### src/hw/bjdu_defines.vh
// Purpose: constants shared by the branch/jump/call sequencer
// Assumes: 8-bit core, 16-bit program counter, byte-wide data memory
// Notes:   cycle figures are the not-taken counts; a taken relative
//          branch adds BJDU_TAKEN_EXTRA cycles
`ifndef BJDU_DEFINES_VH
`define BJDU_DEFINES_VH

// flag-tested relative branch opcodes, then the other fixed branch, jump and call opcodes
`define BJDU_OP_CARRY_ZERO     8'h50
`define BJDU_OP_CARRY_ONE      8'hd0
`define BJDU_OP_ZERO_FLAG_ONE  8'hf0
`define BJDU_OP_ZERO_FLAG_ZERO 8'h70
`define BJDU_OP_NEGATIVE       8'h90
`define BJDU_OP_NONNEGATIVE    8'h10
`define BJDU_OP_OVERFLOW_ZERO  8'h30
`define BJDU_OP_OVERFLOW_ONE   8'hb0
`define BJDU_OP_UNCOND         8'h2f
`define BJDU_OP_CALL_ABS       8'h3b
`define BJDU_OP_CALL_DP        8'h5f
`define BJDU_OP_CMP_DP         8'hfd
`define BJDU_OP_CMP_DPX        8'h8d
`define BJDU_OP_DEC_DP         8'hac
`define BJDU_OP_DEC_Y          8'h7b
`define BJDU_OP_JMP_ABS        8'h1b
`define BJDU_OP_JMP_IABS       8'h1f
`define BJDU_OP_JMP_DP         8'h3f
`define BJDU_OP_UPAGE          8'h4f
// low nibbles of families with a field in the high nibble
`define BJDU_LO_BIT_ACC        4'h2
`define BJDU_LO_BIT_DP         4'h3
`define BJDU_LO_TABLE          4'ha

// instruction kinds
`define BJDU_K_BAD      4'h0
`define BJDU_K_BIT_ACC  4'h1
`define BJDU_K_BIT_DP   4'h2
`define BJDU_K_FLAG     4'h3
`define BJDU_K_UNCOND   4'h4
`define BJDU_K_CALL_ABS 4'h5
`define BJDU_K_CALL_DP  4'h6
`define BJDU_K_CMP_DP   4'h7
`define BJDU_K_CMP_DPX  4'h8
`define BJDU_K_DEC_DP   4'h9
`define BJDU_K_DEC_Y    4'ha
`define BJDU_K_JMP_ABS  4'hb
`define BJDU_K_JMP_IABS 4'hc
`define BJDU_K_JMP_DP   4'hd
`define BJDU_K_UPAGE    4'he
`define BJDU_K_TABLE    4'hf

// instruction lengths in bytes
`define BJDU_LEN1 2'h1
`define BJDU_LEN2 2'h2
`define BJDU_LEN3 2'h3

// base cycle counts
`define BJDU_CYC_BIT_ACC  4'h4
`define BJDU_CYC_BIT_DP   4'h5
`define BJDU_CYC_FLAG     4'h2
`define BJDU_CYC_UNCOND   4'h2
`define BJDU_CYC_CALL     4'h8
`define BJDU_CYC_CMP_DP   4'h5
`define BJDU_CYC_CMP_DPX  4'h6
`define BJDU_CYC_DEC_DP   4'h5
`define BJDU_CYC_DEC_Y    4'h4
`define BJDU_CYC_JMP_ABS  4'h3
`define BJDU_CYC_JMP_IABS 4'h5
`define BJDU_CYC_JMP_DP   4'h4
`define BJDU_CYC_UPAGE    4'h6
`define BJDU_CYC_TABLE    4'h8
`define BJDU_TAKEN_EXTRA  4'h2

// fixed address parts
`define BJDU_UPAGE_HIGH   8'hff
`define BJDU_STACK_PAGE   8'h01
`define BJDU_TVEC_BASE    16'hffc0

`endif

### src/hw/bjdu_top.v
// Purpose: executes branch, jump and call instructions of the 8-bit core
// Assumes: opcode and operand bytes already fetched; data memory reads
//          combinationally (mem_rdata valid in the cycle mem_rd is high)
// Notes:   done marks the last cycle of the instruction's cycle count
//
// Behaviour
// RL1 - bit branches on accumulator or direct-page byte
// RL2 - carry-flag branches, opcodes 50 and d0
// RL3 - zero-flag branches, opcodes f0 and 70
// RL4 - negative-flag branches, opcodes 90 and 10
// RL5 - overflow-flag branches, opcodes 30 and b0
// RL6 - opcode 2f branches always, four cycles
// RL7 - calls push pc high, low, then load target
// RL8 - compare with direct byte, branch when different
// RL9 - decrement memory or y, branch when nonzero
// RL10 - absolute and indirect jumps load program counter
// RL11 - upper-page call forces high byte to ff
// RL12 - table call loads pc from selected vector
// RL13 - signed offset from next instruction; taken costs more
// RL14 - pushed address is next instruction, high byte higher
`timescale 1ns/1ps
`default_nettype none
`include "bjdu_defines.vh"

module bjdu_top (
  input  wire        clk,
  input  wire        rst_n,
  input  wire        start,
  input  wire [7:0]  opcode,
  input  wire [7:0]  operand1,
  input  wire [7:0]  operand2,
  input  wire [15:0] pc_in,
  input  wire [7:0]  acc_in,
  input  wire [7:0]  x_in,
  input  wire [7:0]  y_in,
  input  wire [7:0]  sp_in,
  input  wire [7:0]  dp_page,
  input  wire        flag_c,
  input  wire        flag_z,
  input  wire        flag_n,
  input  wire        flag_v,
  input  wire [7:0]  mem_rdata,
  output reg         busy,
  output reg         done,
  output reg         taken,
  output reg         bad_op,
  output reg  [15:0] pc_out,
  output reg  [7:0]  sp_out,
  output reg  [7:0]  y_out,
  output reg         y_we,
  output reg  [15:0] mem_addr,
  output reg         mem_rd,
  output reg         mem_wr,
  output reg  [7:0]  mem_wdata
);

  localparam [2:0] S_IDLE  = 3'h0;
  localparam [2:0] S_PUSHL = 3'h1;
  localparam [2:0] S_PUSHD = 3'h2;
  localparam [2:0] S_RQ1   = 3'h3;
  localparam [2:0] S_RQ2   = 3'h4;
  localparam [2:0] S_WAIT  = 3'h5;

  // returns {kind, length, base cycles}
  function [9:0] bjdu_decode;
    input [7:0] op;
    begin
      case (op)
        `BJDU_OP_CARRY_ZERO, `BJDU_OP_CARRY_ONE,
        `BJDU_OP_ZERO_FLAG_ONE, `BJDU_OP_ZERO_FLAG_ZERO,
        `BJDU_OP_NEGATIVE, `BJDU_OP_NONNEGATIVE,
        `BJDU_OP_OVERFLOW_ZERO, `BJDU_OP_OVERFLOW_ONE:
          bjdu_decode = {`BJDU_K_FLAG, `BJDU_LEN2, `BJDU_CYC_FLAG};
        `BJDU_OP_UNCOND:
          bjdu_decode = {`BJDU_K_UNCOND, `BJDU_LEN2, `BJDU_CYC_UNCOND};
        `BJDU_OP_CALL_ABS:
          bjdu_decode = {`BJDU_K_CALL_ABS, `BJDU_LEN3, `BJDU_CYC_CALL};
        `BJDU_OP_CALL_DP:
          bjdu_decode = {`BJDU_K_CALL_DP, `BJDU_LEN2, `BJDU_CYC_CALL};
        `BJDU_OP_CMP_DP:
          bjdu_decode = {`BJDU_K_CMP_DP, `BJDU_LEN3, `BJDU_CYC_CMP_DP};
        `BJDU_OP_CMP_DPX:
          bjdu_decode = {`BJDU_K_CMP_DPX, `BJDU_LEN3, `BJDU_CYC_CMP_DPX};
        `BJDU_OP_DEC_DP:
          bjdu_decode = {`BJDU_K_DEC_DP, `BJDU_LEN3, `BJDU_CYC_DEC_DP};
        `BJDU_OP_DEC_Y:
          bjdu_decode = {`BJDU_K_DEC_Y, `BJDU_LEN2, `BJDU_CYC_DEC_Y};
        `BJDU_OP_JMP_ABS:
          bjdu_decode = {`BJDU_K_JMP_ABS, `BJDU_LEN3, `BJDU_CYC_JMP_ABS};
        `BJDU_OP_JMP_IABS:
          bjdu_decode = {`BJDU_K_JMP_IABS, `BJDU_LEN3, `BJDU_CYC_JMP_IABS};
        `BJDU_OP_JMP_DP:
          bjdu_decode = {`BJDU_K_JMP_DP, `BJDU_LEN2, `BJDU_CYC_JMP_DP};
        `BJDU_OP_UPAGE:
          bjdu_decode = {`BJDU_K_UPAGE, `BJDU_LEN2, `BJDU_CYC_UPAGE};
        default: begin
          if (op[3:0] == `BJDU_LO_BIT_ACC)
            bjdu_decode = {`BJDU_K_BIT_ACC, `BJDU_LEN2, `BJDU_CYC_BIT_ACC};
          else if (op[3:0] == `BJDU_LO_BIT_DP)
            bjdu_decode = {`BJDU_K_BIT_DP, `BJDU_LEN3, `BJDU_CYC_BIT_DP};
          else if (op[3:0] == `BJDU_LO_TABLE)
            bjdu_decode = {`BJDU_K_TABLE, `BJDU_LEN1, `BJDU_CYC_TABLE};
          else
            bjdu_decode = {`BJDU_K_BAD, `BJDU_LEN1, `BJDU_CYC_FLAG};
        end
      endcase
    end
  endfunction

  function [15:0] bjdu_stack_addr;
    input [7:0] sp;
    begin
      bjdu_stack_addr = {`BJDU_STACK_PAGE, sp};
    end
  endfunction

  reg  [2:0]  state_reg;
  reg  [3:0]  cnt_reg;
  reg  [3:0]  kind_reg;
  reg  [7:0]  op_reg;
  reg  [7:0]  o1_reg;
  reg  [7:0]  o2_reg;
  reg  [7:0]  acc_reg;
  reg  [7:0]  sp_reg;
  reg  [7:0]  lo_reg;
  reg  [15:0] pcs_reg;
  reg  [15:0] a_reg;

  wire        idle = (state_reg == S_IDLE);
  wire [9:0]  dec  = bjdu_decode(opcode);
  wire [3:0]  k    = idle ? dec[9:6] : kind_reg;
  wire [7:0]  op   = idle ? opcode : op_reg;
  wire [7:0]  o1   = idle ? operand1 : o1_reg;
  wire [7:0]  o2   = idle ? operand2 : o2_reg;
  wire [7:0]  acc  = idle ? acc_in : acc_reg;
  wire [7:0]  sp   = idle ? sp_in : sp_reg;
  // return address and branch base: the byte after the instruction
  wire [15:0] pcs  = idle ? pc_in + {14'h0000, dec[5:4]} : pcs_reg; // [RL14]

  wire need_push = (k == `BJDU_K_CALL_ABS) || (k == `BJDU_K_CALL_DP) ||
                   (k == `BJDU_K_UPAGE) || (k == `BJDU_K_TABLE);
  wire two_rd    = (k == `BJDU_K_JMP_IABS) || (k == `BJDU_K_JMP_DP) ||
                   (k == `BJDU_K_CALL_DP) || (k == `BJDU_K_TABLE);
  wire need_rd   = two_rd || (k == `BJDU_K_BIT_DP) ||
                   (k == `BJDU_K_CMP_DP) || (k == `BJDU_K_CMP_DPX) ||
                   (k == `BJDU_K_DEC_DP);

  // first read address, only meaningful while idle
  reg [15:0] rd_addr;
  always @* begin
    case (dec[9:6])
      `BJDU_K_CMP_DPX:  rd_addr = {dp_page, operand1 + x_in}; // [RL8]
      `BJDU_K_JMP_IABS: rd_addr = {operand2, operand1};       // [RL10]
      `BJDU_K_TABLE:    rd_addr = `BJDU_TVEC_BASE +
                                  {11'h000, opcode[7:4], 1'b0}; // [RL12]
      default:          rd_addr = {dp_page, operand1};
    endcase
  end

  reg        fin_taken;
  reg        bitv;
  reg [7:0]  rel;
  reg [15:0] fin_pc;
  always @* begin
    fin_taken = 1'b0;
    bitv      = 1'b0;
    rel       = o2;
    fin_pc    = pcs;
    case (k)
      `BJDU_K_BIT_ACC: begin
        bitv      = acc[op[7:5]];
        fin_taken = op[4] ? ~bitv : bitv;                  // [RL1]
        rel       = o1;
      end
      `BJDU_K_BIT_DP: begin
        bitv      = mem_rdata[op[7:5]];
        fin_taken = op[4] ? ~bitv : bitv;                  // [RL1]
      end
      `BJDU_K_FLAG: begin
        rel = o1;
        case (op)
          `BJDU_OP_CARRY_ZERO:     fin_taken = ~flag_c;    // [RL2]
          `BJDU_OP_CARRY_ONE:      fin_taken = flag_c;     // [RL2]
          `BJDU_OP_ZERO_FLAG_ONE:  fin_taken = flag_z;     // [RL3]
          `BJDU_OP_ZERO_FLAG_ZERO: fin_taken = ~flag_z;    // [RL3]
          `BJDU_OP_NEGATIVE:       fin_taken = flag_n;     // [RL4]
          `BJDU_OP_NONNEGATIVE:    fin_taken = ~flag_n;    // [RL4]
          `BJDU_OP_OVERFLOW_ZERO:  fin_taken = ~flag_v;    // [RL5]
          default:                 fin_taken = flag_v;     // [RL5]
        endcase
      end
      `BJDU_K_UNCOND: begin
        fin_taken = 1'b1;                                  // [RL6]
        rel       = o1;
      end
      `BJDU_K_CMP_DP, `BJDU_K_CMP_DPX:
        fin_taken = (acc != mem_rdata);                    // [RL8]
      `BJDU_K_DEC_DP:
        fin_taken = (mem_rdata != 8'h01);                  // [RL9]
      `BJDU_K_DEC_Y: begin
        fin_taken = (y_in != 8'h01);                       // [RL9]
        rel       = o1;
      end
      `BJDU_K_JMP_ABS, `BJDU_K_CALL_ABS:
        fin_pc = {o2, o1};                                 // [RL7] [RL10]
      `BJDU_K_JMP_IABS, `BJDU_K_JMP_DP, `BJDU_K_CALL_DP, `BJDU_K_TABLE:
        fin_pc = {mem_rdata, lo_reg};               // [RL7] [RL10] [RL12]
      `BJDU_K_UPAGE:
        fin_pc = {`BJDU_UPAGE_HIGH, o1};                   // [RL11]
      default:
        fin_pc = pcs;
    endcase
    if (fin_taken)
      fin_pc = pcs + {{8{rel[7]}}, rel};                   // [RL13]
  end

  // remaining cycles; the idle base counts the start cycle itself
  wire [3:0] cnt_base = idle ? dec[3:0] - 4'h1 : cnt_reg;
  wire [3:0] fin_cnt  = cnt_base + (fin_taken ? `BJDU_TAKEN_EXTRA
                                              : 4'h0);     // [RL13]
  wire fin_go = (idle && start && (k != `BJDU_K_BAD) &&
                 !need_push && !need_rd) ||
                ((state_reg == S_PUSHD) && !need_rd) ||
                ((state_reg == S_RQ1) && !two_rd) ||
                (state_reg == S_RQ2);

  always @(posedge clk or negedge rst_n) begin
    if (!rst_n) begin
      state_reg <= S_IDLE;
      cnt_reg   <= 4'h0;
      kind_reg  <= `BJDU_K_BAD;
      op_reg    <= 8'h00;
      o1_reg    <= 8'h00;
      o2_reg    <= 8'h00;
      acc_reg   <= 8'h00;
      sp_reg    <= 8'h00;
      lo_reg    <= 8'h00;
      pcs_reg   <= 16'h0000;
      a_reg     <= 16'h0000;
      busy      <= 1'b0;
      done      <= 1'b0;
      taken     <= 1'b0;
      bad_op    <= 1'b0;
      pc_out    <= 16'h0000;
      sp_out    <= 8'h00;
      y_out     <= 8'h00;
      y_we      <= 1'b0;
      mem_addr  <= 16'h0000;
      mem_rd    <= 1'b0;
      mem_wr    <= 1'b0;
      mem_wdata <= 8'h00;
    end else begin
      done   <= 1'b0;
      y_we   <= 1'b0;
      mem_rd <= 1'b0;
      mem_wr <= 1'b0;
      case (state_reg)
        S_IDLE: begin
          if (start) begin
            kind_reg <= dec[9:6];
            op_reg   <= opcode;
            o1_reg   <= operand1;
            o2_reg   <= operand2;
            acc_reg  <= acc_in;
            sp_reg   <= sp_in;
            pcs_reg  <= pcs;
            a_reg    <= rd_addr;
            taken    <= 1'b0;
            bad_op   <= 1'b0;
            busy     <= 1'b1;
            cnt_reg  <= dec[3:0] - 4'h2;
            if (k == `BJDU_K_BAD) begin
              // unknown opcode: leave pc alone and report it
              busy      <= 1'b0;
              done      <= 1'b1;
              bad_op    <= 1'b1;
              pc_out    <= pc_in;
              sp_out    <= sp_in;
            end else if (need_push) begin
              mem_wr    <= 1'b1;
              mem_addr  <= bjdu_stack_addr(sp_in);
              mem_wdata <= pcs[15:8];                // [RL7] [RL11] [RL12]
              state_reg <= S_PUSHL;
            end else if (need_rd) begin
              mem_rd    <= 1'b1;
              mem_addr  <= rd_addr;
              state_reg <= S_RQ1;
            end
          end
        end
        S_PUSHL: begin
          // low byte goes one below the high byte
          mem_wr    <= 1'b1;
          mem_addr  <= bjdu_stack_addr(sp_reg - 8'h01); // [RL14]
          mem_wdata <= pcs_reg[7:0];                 // [RL7] [RL11] [RL12]
          cnt_reg   <= cnt_reg - 4'h1;
          state_reg <= S_PUSHD;
        end
        S_PUSHD: begin
          if (need_rd) begin
            mem_rd    <= 1'b1;
            mem_addr  <= a_reg;
            cnt_reg   <= cnt_reg - 4'h1;
            state_reg <= S_RQ1;
          end
        end
        S_RQ1: begin
          if (two_rd) begin
            // pointer and vector pairs are fetched low byte first
            lo_reg    <= mem_rdata;
            mem_rd    <= 1'b1;
            mem_addr  <= a_reg + 16'h0001;
            cnt_reg   <= cnt_reg - 4'h1;
            state_reg <= S_RQ2;
          end
        end
        S_WAIT: begin
          if (cnt_reg <= 4'h1) begin
            done      <= 1'b1;
            busy      <= 1'b0;
            y_we      <= (kind_reg == `BJDU_K_DEC_Y);
            state_reg <= S_IDLE;
          end else begin
            cnt_reg <= cnt_reg - 4'h1;
          end
        end
        default: state_reg <= S_IDLE;
      endcase
      if (fin_go) begin
        pc_out <= fin_pc;
        taken  <= fin_taken;
        sp_out <= need_push ? sp - 8'h02 : sp;       // [RL7] [RL11] [RL12]
        if (k == `BJDU_K_DEC_DP) begin
          // write back on the address just read
          mem_wr    <= 1'b1;
          mem_wdata <= mem_rdata - 8'h01;            // [RL9]
        end
        if (k == `BJDU_K_DEC_Y)
          y_out <= y_in - 8'h01;                     // [RL9]
        if (fin_cnt <= 4'h1) begin
          done      <= 1'b1;
          busy      <= 1'b0;
          y_we      <= (k == `BJDU_K_DEC_Y);
          state_reg <= S_IDLE;
        end else begin
          cnt_reg   <= fin_cnt - 4'h1;
          state_reg <= S_WAIT;
        end
      end
    end
  end

endmodule // bjdu_top
`default_nettype wire

### config.mk
export PLATFORM = sky130hd
export DESIGN_NAME = bjdu_top
export DESIGN_NICKNAME = d
export VERILOG_FILES = /design/src/hw/bjdu_top.v
export VERILOG_INCLUDE_DIRS = /design/src /design/src/hw
export SDC_FILE = /design/constraint.sdc
export NUM_CORES = 1
export LEC_CHECK = 0
export BUFFER_PORTS_ARGS = -buffer_cell sky130_fd_sc_hd__buf_2
export CORE_MARGIN = 2
export CORE_UTILIZATION = 46
export CTS_CLUSTER_SIZE = 24
export DETAILED_ROUTE_END_ITERATION = 8
export PLACE_DENSITY = 0.68
export SLEW_MARGIN = 30
export SYNTH_ARGS = -nofsm -noshare
export SYNTH_HDL_FRONTEND = slang
export SYNTH_SLANG_ARGS = --single-unit
### constraint.sdc
create_clock -name clk -period 8.03 [get_ports clk]
set_input_delay 0.803 -clock clk [delete_from_list [all_inputs] [get_ports clk]]
set_output_delay 0.803 -clock clk [all_outputs]
set_load 0.02 [all_outputs]
==> run metrics <==
die height roughly 160 um; num ports 158; Fillers between 2,000 and 2,500; post-CTS repair timing setup buffer count 0; router iterations before antenna repair 5; Routed WL ~38 mm; htree depth 4; Fin Clk Skew between 0.015 and 0.02 ns; commonest non-fill, non-tap cell in the layout nand2_1; TritonCTS buffer count 17; FF-to-FF End state_reg[0]; Via-to-Cell Ratio roughly 6; number of synthesized flops with an enable pin 0; Layout area overhead 13.68%; minimum clock period 5.682 ns; Final Hold Viols 0; final setup violation count 0; worst path arrival time ~6 ns; wire per inst between 20 and 25 um; Root Driver clkbuf_16; post-cts gate resize count 0; Slew @ Worst Pin 0.9739 ns; mapped cell area about 0.012 sq mm; via count between 10,000 and 15,000; buffer levels on the longest clock path 2; Reg2Reg Depth 18; DRC errors left 0; flops & latches, synth 154; number of global-route vias before repair ~11,000; Fmax ~180 MHz; Async SR Flop Fraction 1.000; initial antenna violation count 0; Crit Path Max Fanout 24; CP endpoint kind flop; commonest non-fill, non-tap cells in the layout nand2_1 (299), buf_2 (156), dfrtp_1 (154); Worst-path clk slew roughly 0.08 ns; TritonCTS clock tree yes; first-pass GRT wire length 58.97 mm; post-synth net total 1,572; Mapped Cells about 1,400; Avg Inst Size Synth 8.246 sq um; CTS sink count ~150; IO buf count about 160; Rows slightly below 60; Die Footprint 0.02702 sq mm; Netlist cell types between 90 and 100; FF-to-FF setup slack approximately 2.3 ns; Rel. slew slack 0.3491; NumNets Final around 1,700; Skew-Pair Late Insertion Delay between 0.4 and 0.5 ns; routability cong. between 0.9 and 1; total chip power ~7.2 mW; n_diodes 0; Crit Path Class flop to flop; share of the synthesized area in the top cell type 0.3257; Initial Utilization 0.4685; largest net degree at the start of global routing 95; RSZ-0062 raised after global routing false; GRT Util Overall 0.2833; RR Startpoint state_reg[2]; Post-Route Setup TNS 0 ns; layout cell share with drive strength beyond 1 0.1793; Pins Over Slew Limit 0; critical path required time between 8 and 9 ns; Iter 0 DRT Violations between 1,000 and 1,500; synth top area cells dfrtp_1 (33%), nand2_1 (9.5%), o21ai_0 (4.7%); Synth Flop Type dfrtp_1; CP Launch Type flop; Tcrit/Tclk final 0.7076; status complete, no violations; Antenna Violating Nets Remaining 0; max cap viols 0; worst hold-check path type primary input to async pin; Peak VDD IR 0.2430 mV; die width about 160 um; sequential fraction of the synthesis area 0.3257; Core Region between 0.02 and 0.03 sq mm; area leader, netlist dfrtp_1; Ys Warns 0; DP Wirelength between 20 and 30 mm; grt ovf 0; pwr dens 537.4 mW/mm^2; static leakage 6.126 nW; CTS Hold Bufs 0
==> per-stage QoR <==
stage / instance area, sq um / util / setup slack, ns / hold WS (ns) / instances
2_1_floorplan: 11830 / - / 2.901 / 0.4454 / 1435
3_3_place_gp: 12790 / 0.5064 / 2.118 / 0.4555 / 1852
3_5_place_dp: 12790 / 0.5066 / 1.995 / 0.4623 / 1852
4_1_cts: 13400 / 0.5306 / 2.399 / 0.4444 / 1884
5_1_grt: 13450 / 0.5327 / 2.027 / 0.4593 / 1886
6_report: 13450 / 0.5327 / 2.348 / 0.3787 / 1886
==> worst max-delay path by stage <==
stage	startpoint	endpoint	slack, ns	cells past startpoint
2_1_floorplan	opcode[7]	pc_out[15]	2.90	19
3_3_place_gp	opcode[0]	pc_out[15]	2.12	18
3_5_place_dp	opcode[5]	pc_out[13]	1.99	19
4_1_cts	state_reg[2]	state_reg[0]	2.40	18
5_1_grt	opcode[0]	pc_out[15]	2.03	18
6_report	state_reg[2]	state_reg[0]	2.35	18
==> synth_stat cells (19+ instances only) <==
cell type / number
mux2i_1: 46
a31oi_1: 34
o21ai_0: 112
inv_1: 40
nor2_1: 103
xor2_1: 41
dfrtp_1: 154
a21oi_1: 79
buf_2: 24
ha_1: 39
clkbuf_1: 43
a22oi_1: 22
xnor2_1: 51
nand3_1: 29
nand2_1: 300
a211oi_1: 19
nor3_1: 27
==> per-layer routing <==
metal  up-vias  track usage  share of wire
met5         -            0              0
met4         0      0.08972          0.024
met3        60      0.05249          0.080
met2       479       0.4344           0.45
met1      5428       0.4048           0.45
li1       5365            -              -
==> power by group <==
group          total [mW]  switching (mW)  internal [mW]
combinational        4.93            3.11           1.81
sequential           1.45           0.296           1.15
clock               0.856           0.384          0.472
total                7.23            3.79           3.44
==> final cells by class <==
type                            count  area [sq um]  share of cell area
Multi-Input combinational cell   1157          7488              0.5567
Sequential cell                   154          3854              0.2865
Timing Repair Buffer              173         939.7             0.06985
Clock buffer                       18         429.2             0.03190
Tap cell                          330         412.9             0.03069
Clock inverter                     14         177.7             0.01321
Inverter                           40         150.1             0.01116
==> cell families (layout without fill, tap and decap cells) <==
family          after synthesis  count (layout)  synth area share
mux                          69              69           0.07063
fa+ha+maj                    42              42           0.04632
flops                       154             154            0.3257
compound gates              400             400            0.2290
xor+xnor                     92              92           0.06810
simple gates                554             554            0.2149
buf+inv                     124             245           0.04536
==> worst max-delay path, stage by stage, from the launching register on <==
cell	delay, ns
dfrtp_1	0.67
or3_2	0.89
a21oi_2	0.46
mux4_2	0.55
mux2i_1	0.19
xnor2_1	0.14
nor2_1	0.05
a2bb2oi_1	0.15
a31oi_2	0.18
buf_4	0.32
inv_1	0.15
ha_1	0.33
inv_1	0.09
ha_1	0.19
nor2_1	0.04
or3_1	0.41
nand2_1	0.35
o21ai_0	0.17
a21o_1	0.21
No activity file was read; power rests on OpenSTA's default activity.
